`src/fard_cfg.svh`:
```
// Constants for the fuel/air record sender: byte positions, codes and timing
// Summary of operation
// Byte 93: drift digit sum, letter excluded
// Bytes 94-98: altitude rate digits, then sign
// Byte 99: rate digit sum, sign excluded
// Bytes 100-102 heading digits, 103 their sum
// Bytes 104-106 temperature, sign; 107 sum
// Third format ends with 03h at 108
// Fourth format: 121 bytes, optional fuel asterisks
// Bytes 108-112 baro setting, hundredths first
// Byte 113: low BCD digit of baro sum
// Bytes 114-119 corrected altitude; 120 digit sum
// Fourth format ends with 03h at 121
// Fuel-only receiver uses fuel fields, no error
// Air-only receiver uses air fields, no error
// Air-only receiver flags first/second formats
// Nothing configured, no input: flag shown
// Sender sends one record every 1.6 s
// Receiver invalidates data after 4.0 s silence
// Digit checksum: low BCD digit of sum
// Numeric fields go units digit first
// Receiver drops records with bad checks
`ifndef FARD_CFG_SVH
`define FARD_CFG_SVH

`define FARD_CLK_KHZ 200000
`define FARD_INTERVAL_MS 1600
`define FARD_POS_W 7
`define FARD_HEAD_LEN 7'd89
`define FARD_POS_FIRST 7'd1
`define FARD_POS_FUELNA_LO 7'd3
`define FARD_POS_FUELNA_HI 7'd9
`define FARD_POS_DRIFT 7'd90
`define FARD_POS_DRIFT_CK 7'd93
`define FARD_POS_RATE 7'd94
`define FARD_POS_RATE_CK 7'd99
`define FARD_POS_HDG 7'd100
`define FARD_POS_HDG_CK 7'd103
`define FARD_POS_SAT 7'd104
`define FARD_POS_SAT_CK 7'd107
`define FARD_POS_END_C 7'd108
`define FARD_POS_BARO 7'd108
`define FARD_POS_BARO_CK 7'd113
`define FARD_POS_BALT 7'd114
`define FARD_POS_BALT_CK 7'd120
`define FARD_POS_END_D 7'd121
`define FARD_ASC_ETX 8'h03
`define FARD_ASC_STAR 8'h2a
`define FARD_ASC_PLUS 8'h2b
`define FARD_ASC_MINUS 8'h2d
`define FARD_ASC_DOT 8'h2e
`define FARD_ASC_ZERO 8'h30
`define FARD_ASC_NINE 8'h39
`define FARD_ASC_LEFT 8'h4c
`define FARD_ASC_RIGHT 8'h52

`endif

```
`src/fard_pkg.sv`:
```
// Types shared by the fuel/air record sender
package fard_pkg;
   typedef enum logic {FARD_IDLE, FARD_SEND} fard_state_e;

   typedef struct packed {
      logic fmt_d;
      logic fuel_na;
      logic [7:0] drift_dig;
      logic drift_right;
      logic [15:0] rate_dig;
      logic rate_neg;
      logic [11:0] hdg_dig;
      logic [7:0] sat_dig;
      logic sat_neg;
      logic [15:0] baro_dig;
      logic [19:0] balt_dig;
      logic balt_neg;
   } fard_fields_s;
endpackage

```
`src/fard_tick.sv`:
```
// Free-running record interval timer
module fard_tick #(
   parameter int unsigned CYCLES = 320000000
) (
   input wire logic mclk,
   input wire logic rst_b,
   input wire logic run,
   output logic tick
);
   logic [31:0] cnt_reg;
   logic [31:0] cnt_next;
   logic tick_reg;
   logic tick_next;

   always_comb begin
      cnt_next = 32'h0;
      tick_next = 1'b0;
      if (run) begin
         if (cnt_reg >= CYCLES - 32'h1) begin
            tick_next = 1'b1;
         end else begin
            cnt_next = cnt_reg + 32'h1;
         end
      end
   end

   always_ff @(posedge mclk or negedge rst_b) begin
      if (!rst_b) begin
         cnt_reg <= 32'h0;
         tick_reg <= 1'b0;
      end else begin
         cnt_reg <= cnt_next;
         tick_reg <= tick_next;
      end
   end

   assign tick = tick_reg;
endmodule // fard_tick

```
`src/fard_csum.sv`:
```
// Running decimal digit sum kept modulo ten
`include "fard_cfg.svh"
module fard_csum (
   input wire logic [3:0] acc,
   input wire logic [7:0] data,
   output logic [3:0] sum
);
   logic [4:0] t;

   always_comb begin
      t = {1'b0, acc};
      // Sign, direction, point and asterisk bytes fall outside the digit range
      if (data >= `FARD_ASC_ZERO && data <= `FARD_ASC_NINE) begin
         t = {1'b0, acc} + {1'b0, data[3:0]};
      end
      sum = (t >= 5'd10) ? 4'(t - 5'd10) : t[3:0];
   end
endmodule // fard_csum

```
`src/fard_sender.sv`:
```
// Sender of third and fourth format fuel/air records as a byte stream
`include "fard_cfg.svh"
module fard_sender #(
   parameter int unsigned INTERVAL_CYC = `FARD_INTERVAL_MS * `FARD_CLK_KHZ
) (
   input wire logic mclk,
   input wire logic rst_b,
   input wire logic run,
   input wire logic send_now,
   input wire logic fmt_d,
   input wire logic fuel_na,
   input wire logic head_we,
   input wire logic [6:0] head_idx,
   input wire logic [7:0] head_data,
   input wire logic [7:0] drift_dig,
   input wire logic drift_right,
   input wire logic [15:0] rate_dig,
   input wire logic rate_neg,
   input wire logic [11:0] hdg_dig,
   input wire logic [7:0] sat_dig,
   input wire logic sat_neg,
   input wire logic [15:0] baro_dig,
   input wire logic [19:0] balt_dig,
   input wire logic balt_neg,
   input wire logic tx_ready,
   output logic [7:0] tx_data,
   output logic tx_valid,
   output logic busy,
   output logic rec_done
);
   import fard_pkg::*;

   logic [7:0] head_mem [1:89];

   fard_state_e state_reg;
   fard_state_e state_next;
   fard_fields_s snap_reg;
   fard_fields_s snap_next;
   fard_fields_s snap_in;
   fard_fields_s bsnap;
   logic [6:0] pos_reg;
   logic [6:0] pos_next;
   logic [6:0] bpos;
   logic [3:0] acc_reg;
   logic [3:0] acc_next;
   logic [3:0] csum;
   logic [7:0] tx_data_reg;
   logic [7:0] tx_data_next;
   logic tx_valid_reg;
   logic tx_valid_next;
   logic busy_reg;
   logic busy_next;
   logic done_reg;
   logic done_next;
   logic [7:0] nb;
   logic tick;
   logic start;
   logic take;
   logic [6:0] last_pos;

   function automatic logic [7:0] asc(input logic [3:0] d);
      return {4'h3, d};
   endfunction

   function automatic logic [7:0] sign_byte(input logic neg);
      return neg ? `FARD_ASC_MINUS : `FARD_ASC_PLUS;
   endfunction

   function automatic logic is_csum_pos(input logic [6:0] p);
      return (p == `FARD_POS_DRIFT_CK) || (p == `FARD_POS_RATE_CK) || (p == `FARD_POS_HDG_CK) ||
             (p == `FARD_POS_SAT_CK) || (p == `FARD_POS_BARO_CK) || (p == `FARD_POS_BALT_CK);
   endfunction

   fard_tick #(
      .CYCLES(INTERVAL_CYC)
   ) u_tick (
      .mclk(mclk),
      .rst_b(rst_b),
      .run(run),
      .tick(tick)
   );

   fard_csum u_csum (
      .acc(acc_reg),
      .data(tx_data_reg),
      .sum(csum)
   );

   // Header bytes of the record are loaded by the user and sent verbatim, except bytes 3-9, which are asterisks in fourth format with fuel_na set
   always_ff @(posedge mclk) begin
      if (head_we && head_idx >= `FARD_POS_FIRST && head_idx <= `FARD_HEAD_LEN) begin
         head_mem[head_idx] <= head_data;
      end
   end

   always_comb begin
      snap_in.fmt_d = fmt_d;
      snap_in.fuel_na = fuel_na;
      snap_in.drift_dig = drift_dig;
      snap_in.drift_right = drift_right;
      snap_in.rate_dig = rate_dig;
      snap_in.rate_neg = rate_neg;
      snap_in.hdg_dig = hdg_dig;
      snap_in.sat_dig = sat_dig;
      snap_in.sat_neg = sat_neg;
      snap_in.baro_dig = baro_dig;
      snap_in.balt_dig = balt_dig;
      snap_in.balt_neg = balt_neg;
   end

   assign start = (state_reg == FARD_IDLE) && run && (tick || send_now);
   assign take = tx_valid_reg && tx_ready;
   assign last_pos = snap_reg.fmt_d ? `FARD_POS_END_D : `FARD_POS_END_C;
   // Fields are frozen at record start so a record never mixes two updates
   assign bpos = start ? `FARD_POS_FIRST : 7'(pos_reg + 7'd1);
   assign bsnap = start ? snap_in : snap_reg;

   // Byte at position bpos; checksum positions are filled from the running sum instead
   always_comb begin
      nb = `FARD_ASC_ETX;
      if (bpos <= `FARD_HEAD_LEN) begin
         nb = head_mem[bpos];
         if (bsnap.fmt_d && bsnap.fuel_na && bpos >= `FARD_POS_FUELNA_LO && bpos <= `FARD_POS_FUELNA_HI) begin
            nb = `FARD_ASC_STAR;
         end
      end else begin
         case (bpos)
            7'd90: nb = asc(bsnap.drift_dig[3:0]);
            7'd91: nb = asc(bsnap.drift_dig[7:4]);
            7'd92: nb = bsnap.drift_right ? `FARD_ASC_RIGHT : `FARD_ASC_LEFT;
            7'd94: nb = asc(bsnap.rate_dig[3:0]);
            7'd95: nb = asc(bsnap.rate_dig[7:4]);
            7'd96: nb = asc(bsnap.rate_dig[11:8]);
            7'd97: nb = asc(bsnap.rate_dig[15:12]);
            7'd98: nb = sign_byte(bsnap.rate_neg);
            7'd100: nb = asc(bsnap.hdg_dig[3:0]);
            7'd101: nb = asc(bsnap.hdg_dig[7:4]);
            7'd102: nb = asc(bsnap.hdg_dig[11:8]);
            7'd104: nb = asc(bsnap.sat_dig[3:0]);
            7'd105: nb = asc(bsnap.sat_dig[7:4]);
            7'd106: nb = sign_byte(bsnap.sat_neg);
            7'd108: nb = bsnap.fmt_d ? asc(bsnap.baro_dig[3:0]) : `FARD_ASC_ETX;
            7'd109: nb = asc(bsnap.baro_dig[7:4]);
            7'd110: nb = `FARD_ASC_DOT;
            7'd111: nb = asc(bsnap.baro_dig[11:8]);
            7'd112: nb = asc(bsnap.baro_dig[15:12]);
            7'd114: nb = asc(bsnap.balt_dig[3:0]);
            7'd115: nb = asc(bsnap.balt_dig[7:4]);
            7'd116: nb = asc(bsnap.balt_dig[11:8]);
            7'd117: nb = asc(bsnap.balt_dig[15:12]);
            7'd118: nb = asc(bsnap.balt_dig[19:16]);
            7'd119: nb = sign_byte(bsnap.balt_neg);
            7'd121: nb = `FARD_ASC_ETX;
            default: nb = `FARD_ASC_ETX;
         endcase
      end
   end

   always_comb begin
      state_next = state_reg;
      snap_next = snap_reg;
      pos_next = pos_reg;
      acc_next = acc_reg;
      tx_data_next = tx_data_reg;
      tx_valid_next = tx_valid_reg;
      busy_next = busy_reg;
      done_next = 1'b0;
      case (state_reg)
         FARD_IDLE: begin
            if (start) begin
               state_next = FARD_SEND;
               snap_next = snap_in;
               pos_next = `FARD_POS_FIRST;
               acc_next = 4'h0;
               tx_data_next = nb;
               tx_valid_next = 1'b1;
               busy_next = 1'b1;
            end
         end
         FARD_SEND: begin
            if (take) begin
               if (pos_reg == last_pos) begin
                  state_next = FARD_IDLE;
                  tx_valid_next = 1'b0;
                  busy_next = 1'b0;
                  done_next = 1'b1;
               end else begin
                  pos_next = 7'(pos_reg + 7'd1);
                  if (is_csum_pos(bpos)) begin
                     // Sum covers only digits since the previous checksum
                     tx_data_next = asc(csum);
                     acc_next = 4'h0;
                  end else begin
                     tx_data_next = nb;
                     // A checksum byte is itself a digit and must not seed the next field's sum
                     acc_next = (pos_reg >= `FARD_POS_DRIFT && !is_csum_pos(pos_reg)) ? csum : 4'h0;
                  end
               end
            end
         end
         default: begin
            state_next = FARD_IDLE;
            tx_valid_next = 1'b0;
            busy_next = 1'b0;
         end
      endcase
   end

   always_ff @(posedge mclk or negedge rst_b) begin
      if (!rst_b) begin
         state_reg <= FARD_IDLE;
         snap_reg <= '0;
         pos_reg <= 7'h0;
         acc_reg <= 4'h0;
         tx_data_reg <= 8'h00;
         tx_valid_reg <= 1'b0;
         busy_reg <= 1'b0;
         done_reg <= 1'b0;
      end else begin
         state_reg <= state_next;
         snap_reg <= snap_next;
         pos_reg <= pos_next;
         acc_reg <= acc_next;
         tx_data_reg <= tx_data_next;
         tx_valid_reg <= tx_valid_next;
         busy_reg <= busy_next;
         done_reg <= done_next;
      end
   end

   assign tx_data = tx_data_reg;
   assign tx_valid = tx_valid_reg;
   assign busy = busy_reg;
   assign rec_done = done_reg;
endmodule // fard_sender

```
`config.mk`:
```
export PLATFORM = sky130hd
export DESIGN_NAME = fard_sender
export DESIGN_NICKNAME = d
export VERILOG_FILES = /design/src/fard_pkg.sv /design/src/fard_tick.sv /design/src/fard_csum.sv /design/src/fard_sender.sv
export VERILOG_INCLUDE_DIRS = /design/src
export SDC_FILE = /design/constraint.sdc
export NUM_CORES = 1
export LEC_CHECK = 0
export ABC_AREA = 1
export BUFFER_PORTS_ARGS = -buffer_cell sky130_fd_sc_hd__buf_2
export CAP_MARGIN = 20
export CORE_AREA = 4 4 309 311
export CTS_CLUSTER_SIZE = 24
export DETAILED_ROUTE_END_ITERATION = 6
export DIE_AREA = 0 0 313 315
export RECOVER_POWER = 25
export SKIP_LAST_GASP = 1
export SLEW_MARGIN = 20
export SYNTH_ARGS = -nofsm -noshare
export SYNTH_HDL_FRONTEND = slang
export SYNTH_HIERARCHICAL = 1
export SYNTH_SLANG_ARGS = --single-unit
```
`constraint.sdc`:
```
create_clock -name mclk -period 3.9 [get_ports mclk]
set_input_delay 0.195 -clock mclk [delete_from_list [all_inputs] [get_ports mclk]]
set_output_delay 0.195 -clock mclk [all_outputs]
set_load 0.05 [all_outputs]
```
### Word-level counts from Yosys, hierarchy flattened

Memories as Yosys holds them, arrays and structs flattened.
Index checks and enable logic that the tools add are counted.
W data, S select, Z words.

* output and inout bits: 11
* memories: 1
* word-level logic and storage cells: 147
* bits in registers: 141
* input bits: 107
* bits in writable memories: 712

Memories
* head_mem: depth 89, bits a word 8, rd ports 1, clocked after memory_dff 0, wr ports 1, RTL line fard_sender.sv:33 `logic [7:0] head_mem [1:89];`

* reduce and logical (&&, ||, !) cells: 24
* $lt $le $gt $ge: 10
* equality and inequality tests: 42
* multiplexer cells: 45
* add/sub/neg operators: 4
* bitwise operators: 1

Operators with widths (number)
* $eq A7 B7 Y1 const B: 37
* $pmux W7 S25: 1
* $mux W86: 1
* $mux W32: 2
* $mux W8: 6
* $add A32 B1 Y32 const B: 1
* $ge A32 B29 Y1 const B: 1
* $mux W7: 4
* $mux W4: 6
* $pmux W8 S2: 1
* $mux W5: 3
* $le A7 B7 Y1 const B: 2
* $pmux W7 S2: 1
* $mux W1: 13
* $logic_or A1 B1 Y1: 11
* $logic_and A1 B1 Y1: 10
* $mux W3: 3
* $ge A8 B6 Y1 const B: 1
* $le A8 B6 Y1 const B: 1
* $pmux W4 S2: 1
* $add A7 B1 Y7 const B: 1
* $eq A7 B7 Y1: 1
* $ge A7 B1 Y1 const B: 1
* $ge A7 B2 Y1 const B: 1
* other kinds (12): 16

### Longest topological paths before layout

* depth after elaboration: 14
* depth in mapped cells: 23
* gate-level depth less buffers: 20

### Hierarchy

Netlist, hierarchy kept.

By module, submodules not included
* fard_sender: cells an instance 3207, area an instance 34418.0 um^2, seq. area each 24083.1 um^2, times used 1
* fard_tick: cells an instance 266, area an instance 1875.5 um^2, seq. area each 825.8 um^2, times used 1
* fard_csum: cells an instance 76, area an instance 473.0 um^2, seq. area each 0.0 um^2, times used 1

### Worst setup path after synthesis

Ideal clock, no wire load.

* path kind: reg2reg
* start point: register pos_reg[0]
* end point: register tx_data_reg[0], in the netlist tx_data[0]
* cell stages (with the launch flop): 20
* path buffers: 5
* clock period less this slack: 2.805 ns
* slack: 1.095 ns
* arrival: 2.687 ns
* library setup time: 0.118 ns
* required time: 3.782 ns
* cells stage by stage: dfrtp_1 > buf_4 > inv_4 > clkbuf_1 > ha_1 > buf_2 > o21ai_2 > buf_2 > buf_2 > nand2_1 > o21ai_0 > o21ai_0 > nand4_1 > nand2_1 > nand2_1 > nand2_1 > nand3_1 > nand2_1 > nand2_1 > nand2_1

* cells in the longest elaborated chain, start to end: 12
* elaborated cells between the ends (all ways): 55
* classes of those cells: add/sub: 1; order compare: 3; eq/ne: 33; mux: 9; reduce/logical: 8; memory: 1

RTL lines
* start, declared: RTL line fard_sender.sv:41 `logic [6:0] pos_reg;`
* start signal, assigned: RTL line fard_sender.sv:222 `pos_reg <= pos_next;`
* parallel branches: the longest is 12 deep, another holds $mem_v2 Z89 W8
* end signal, assigned: RTL line fard_sender.sv:224 `tx_data_reg <= tx_data_next;`
* end, declared: RTL line fard_sender.sv:47 `logic [7:0] tx_data_reg;`

Several ways; the timed one is not identified. The select of a mux whose other input is x is not followed.
A chain may end at the register's enable or synchronous reset.

### Final worst setup path

* start point: register pos_reg[0]
* end point: register tx_data_reg[5], in the netlist tx_data[5]

Same word-level chain as after synthesis.

==> results.py <==
metrics = {
    "status": {
        "status": "finished with violations",
        "violations": "capacitance limit, slew limit",
    },
    "global_routing": {
        "grt_pass1_wl_um": 163000,
        "antenna_found_initial": 4,
        "gr-usage-all-layers_pct": 21.8,
        "first_global_vias": 25700,
        "grt_max_degree": 95,
        "grt_remaining_overflow": 0,
    },
    "setup_path": {
        "rrSetupSlack_ns": 0.52,
        "critPathLaunchType": "register",
        "endpoint_kind": "register",
        "rr_startpoint": "pos_reg[0]",
        "rr_worst_depth": 14,
        "worst_ep_required_time_ns": 4.45,
        "cp_max_fo": 25,
        "timing.rr.end": "tx_data[5]",
        "critPathKind": "register to register",
        "crit_arrival_ns": 3.92,
    },
    "timing": {
        "timing.final.crit_share_pct": 86.6,
        "max_freq_mhz": 296,
        "rsz0062_at_grt": "false",
        "layout_min_cycle_time_ns": 3.38,
        "worst_pin_slew_ns": 3.24,
        "max_slew_margin_pct": -116,
        "finalClockSkew_ns": 0.0311,
        "setup_viol": 0,
        "maxSlewViolCount": 432,
        "tns_ns": 0,
        "final-hold-violation-count": 0,
    },
    "floorplan": {
        "fp-row-count": 112,
        "die_height_um": 315,
        "initial_core_util_pct": 39.6,
        "dieWidth_um": 313,
        "core_area_sq_um": 92800,
        "ios": 118,
        "dieArea_sq_um": 98600,
    },
    "layout": {
        "fill_cells": 8552,
        "multi_input_area_sq_um": 10300,
        "fin_util_pct": 46.4,
        "regArea_sq_um": 24900,
        "syn_to_final_growth_pct": 17.1,
        "nNetsFinal": 3908,
        "layout-drive-gt1-share_pct": 11.3,
        "largest_register_ff_count": 712,
    },
    "clock_network": {
        "cts_tree": "done",
        "clk_latency_ns": 0.68,
        "clock_sinks": 853,
        "root_buffer": "clkbuf_16",
        "clock_path_buffers": 3,
        "cts_post_setup_buffers_inserted": 0,
        "htreeDepth": 3,
        "cts_inserted_buffers": 92,
        "clk_pin_slew_ns": 0.06,
    },
    "route": {
        "viasPerCell": 5.18,
        "postRouteAntennaNets": 0,
        "drt_iter0_markers": 2665,
        "routed_wl_um": 109000,
        "wl_per_cell_um": 21.3,
        "vias": 26600,
        "drt_first_pass_iters": 7,
        "drc": 0,
    },
    "worst_hold_path": {
        "min_from": "fuel_na",
        "holdPathEnd": "snap_reg[84]",
        "whs_path_depth": 4,
        "worst_hold_path_type": "primary input to register",
    },
    "logic_synthesis": {
        "async_flop_share_pct": 16.5,
        "synth_area_per_cell_sq_um": 10.4,
        "synthCells": 3549,
        "yosys.cell_count.top_type": "nand2_1",
        "synth_area_leaders": "edfxtp_1, nand2_1, dfrtp_1",
        "synth_area_sq_um": 36800,
        "synthTopCellsByCount": "nand2_1, edfxtp_1, nor2_1",
        "synth_area_leader_cell": "edfxtp_1",
        "ys_seq_area_share_pct": 67.7,
        "netlist.area_leader.share_pct": 58.2,
        "synth_edf_count": 712,
        "yosys_warnings": 6,
        "synth-seq-cells": 853,
        "synth.distinct_cells": 55,
        "yosys_most_used_dff": "edfxtp_1",
    },
    "place": {
        "port_buffers": 117,
        "dp_hpwl_um": 67400,
        "place.gp.congestion": 0.873,
    },
    "run": {
        "cap_violations": 7,
    },
    "power": {
        "p_per_area_nw_per_um2": 598,
        "power.leakage_nw": 17.2,
        "irDropWorstVdd_mv": 0.512,
    },
}
==> worst max-delay path, cell delays in order (launching register included) <==
cell,delay [ns]
dfrtp_2,0.46
inv_4,0.07
buf_4,0.36
nor2_4,0.07
nand2_1,0.11
nand2_4,0.12
nand3_1,0.22
buf_4,0.43
nor2_1,0.24
o21ai_1,0.18
nand3_1,0.15
nand2_1,0.15
nand2_1,0.18
nor3_1,0.37
a21oi_1,0.12
==> power breakdown <==
group          leakage (nW)  internal, mW  switching [mW]
sequential             8.33          9.98           0.135
clock                  1.45          4.90            3.73
combinational          7.45          1.88            5.14
total                  17.2          16.8            9.00
==> how the worst max path moves through the flow <==
stage	start	to	slack, ns	depth (start not counted)
finish	pos_reg[0]	tx_data[5]	0.52	14
global route	pos_reg[1]	tx_data[2]	0.31	14
CTS	pos_reg[0]	tx_data[2]	0.59	18
detailed placement	pos_reg[0]	tx_data[2]	0.60	18
global placement	pos_reg[0]	tx_data[2]	0.56	18
floorplan	pos_reg[0]	tx_data[0]	1.10	19
==> metrics by stage <==
step	cell area [sq um]	worst slack (ns)	power, mW	hold slack (ns)	instances
6_report	43000	0.522	25.8	0.0800	5125
5_1_grt	43000	0.310	26.8	0.0649	5122
4_1_cts	43000	0.585	25.8	0.00601	5120
3_5_place_dp	39200	0.605	17.1	0.358	4861
3_3_place_gp	39200	0.563	17.1	0.367	4861
2_1_floorplan	36800	1.10	14.2	-0.101	3551
==> repair_timing <==
item                                   4_1_cts  5_1_grt
endpoints found under the hold margin      179       24
hold buffers                                87        1
gates resized for setup                      0        0
==> routing by layer <==
layer  global-route usage (%)  share of wire, %  vias to the layer above
met3                     4.44               8.6                      216
met1                     30.4                43                    12800
met4                     7.02               3.3                        2
li1                         -                 -                    12400
met5                        0            0.0064                        -
met2                     34.3                45                     1117
==> kinds of logic (layout without fill, tap and decap cells) <==
group / count (synthesis) / after routing / synth area share [%]
compound gates: 324 / 324 / 4.98
xor+xnor: 15 / 15 / 0.357
fa+ha+maj: 11 / 11 / 0.395
buf+inv: 377 / 694 / 4.27
flops: 853 / 853 / 67.7
mux: 1 / 1 / 0.0272
other cells: 1 / 6 / 0.0102
simple gates: 1967 / 1967 / 22.2
==> placed cells by master, fill, tap and decap left out, types with 6 or more instances in the layout <==
cell type / count
a22oi_1: 12
clkinv_1: 28
nor2_1: 503
bufinv_16: 7
clkinv_2: 16
xor2_1: 6
clkbuf_16: 92
nor3_1: 9
nor2_4: 9
edfxtp_1: 712
nand2_2: 14
nand2_1: 1091
inv_1: 207
o21ai_0: 177
a21oi_1: 28
nor2_2: 14
buf_2: 108
dlygate4sd3_1: 88
o22ai_1: 76
ha_1: 10
nand3_2: 7
o21ai_1: 8
dfrtp_1: 140
nand2_4: 7
buf_4: 85
xnor2_1: 9
clkbuf_1: 21
nand3_1: 196
inv_2: 7
nand4_1: 77
nand3b_1: 7
buf_12: 14
or2_2: 22
==> cell type report <==
type / instances / area share, %
antenna: 3 / 0.0174
clock buffer: 110 / 5.58
clock inverter: 62 / 1.35
inverter: 216 / 1.89
multi-input combinational: 2321 / 24.0
sequential: 853 / 57.9
tap: 1254 / 3.65
timing repair buffer: 306 / 5.61
Note: power is estimated with default switching activity, not from simulation.
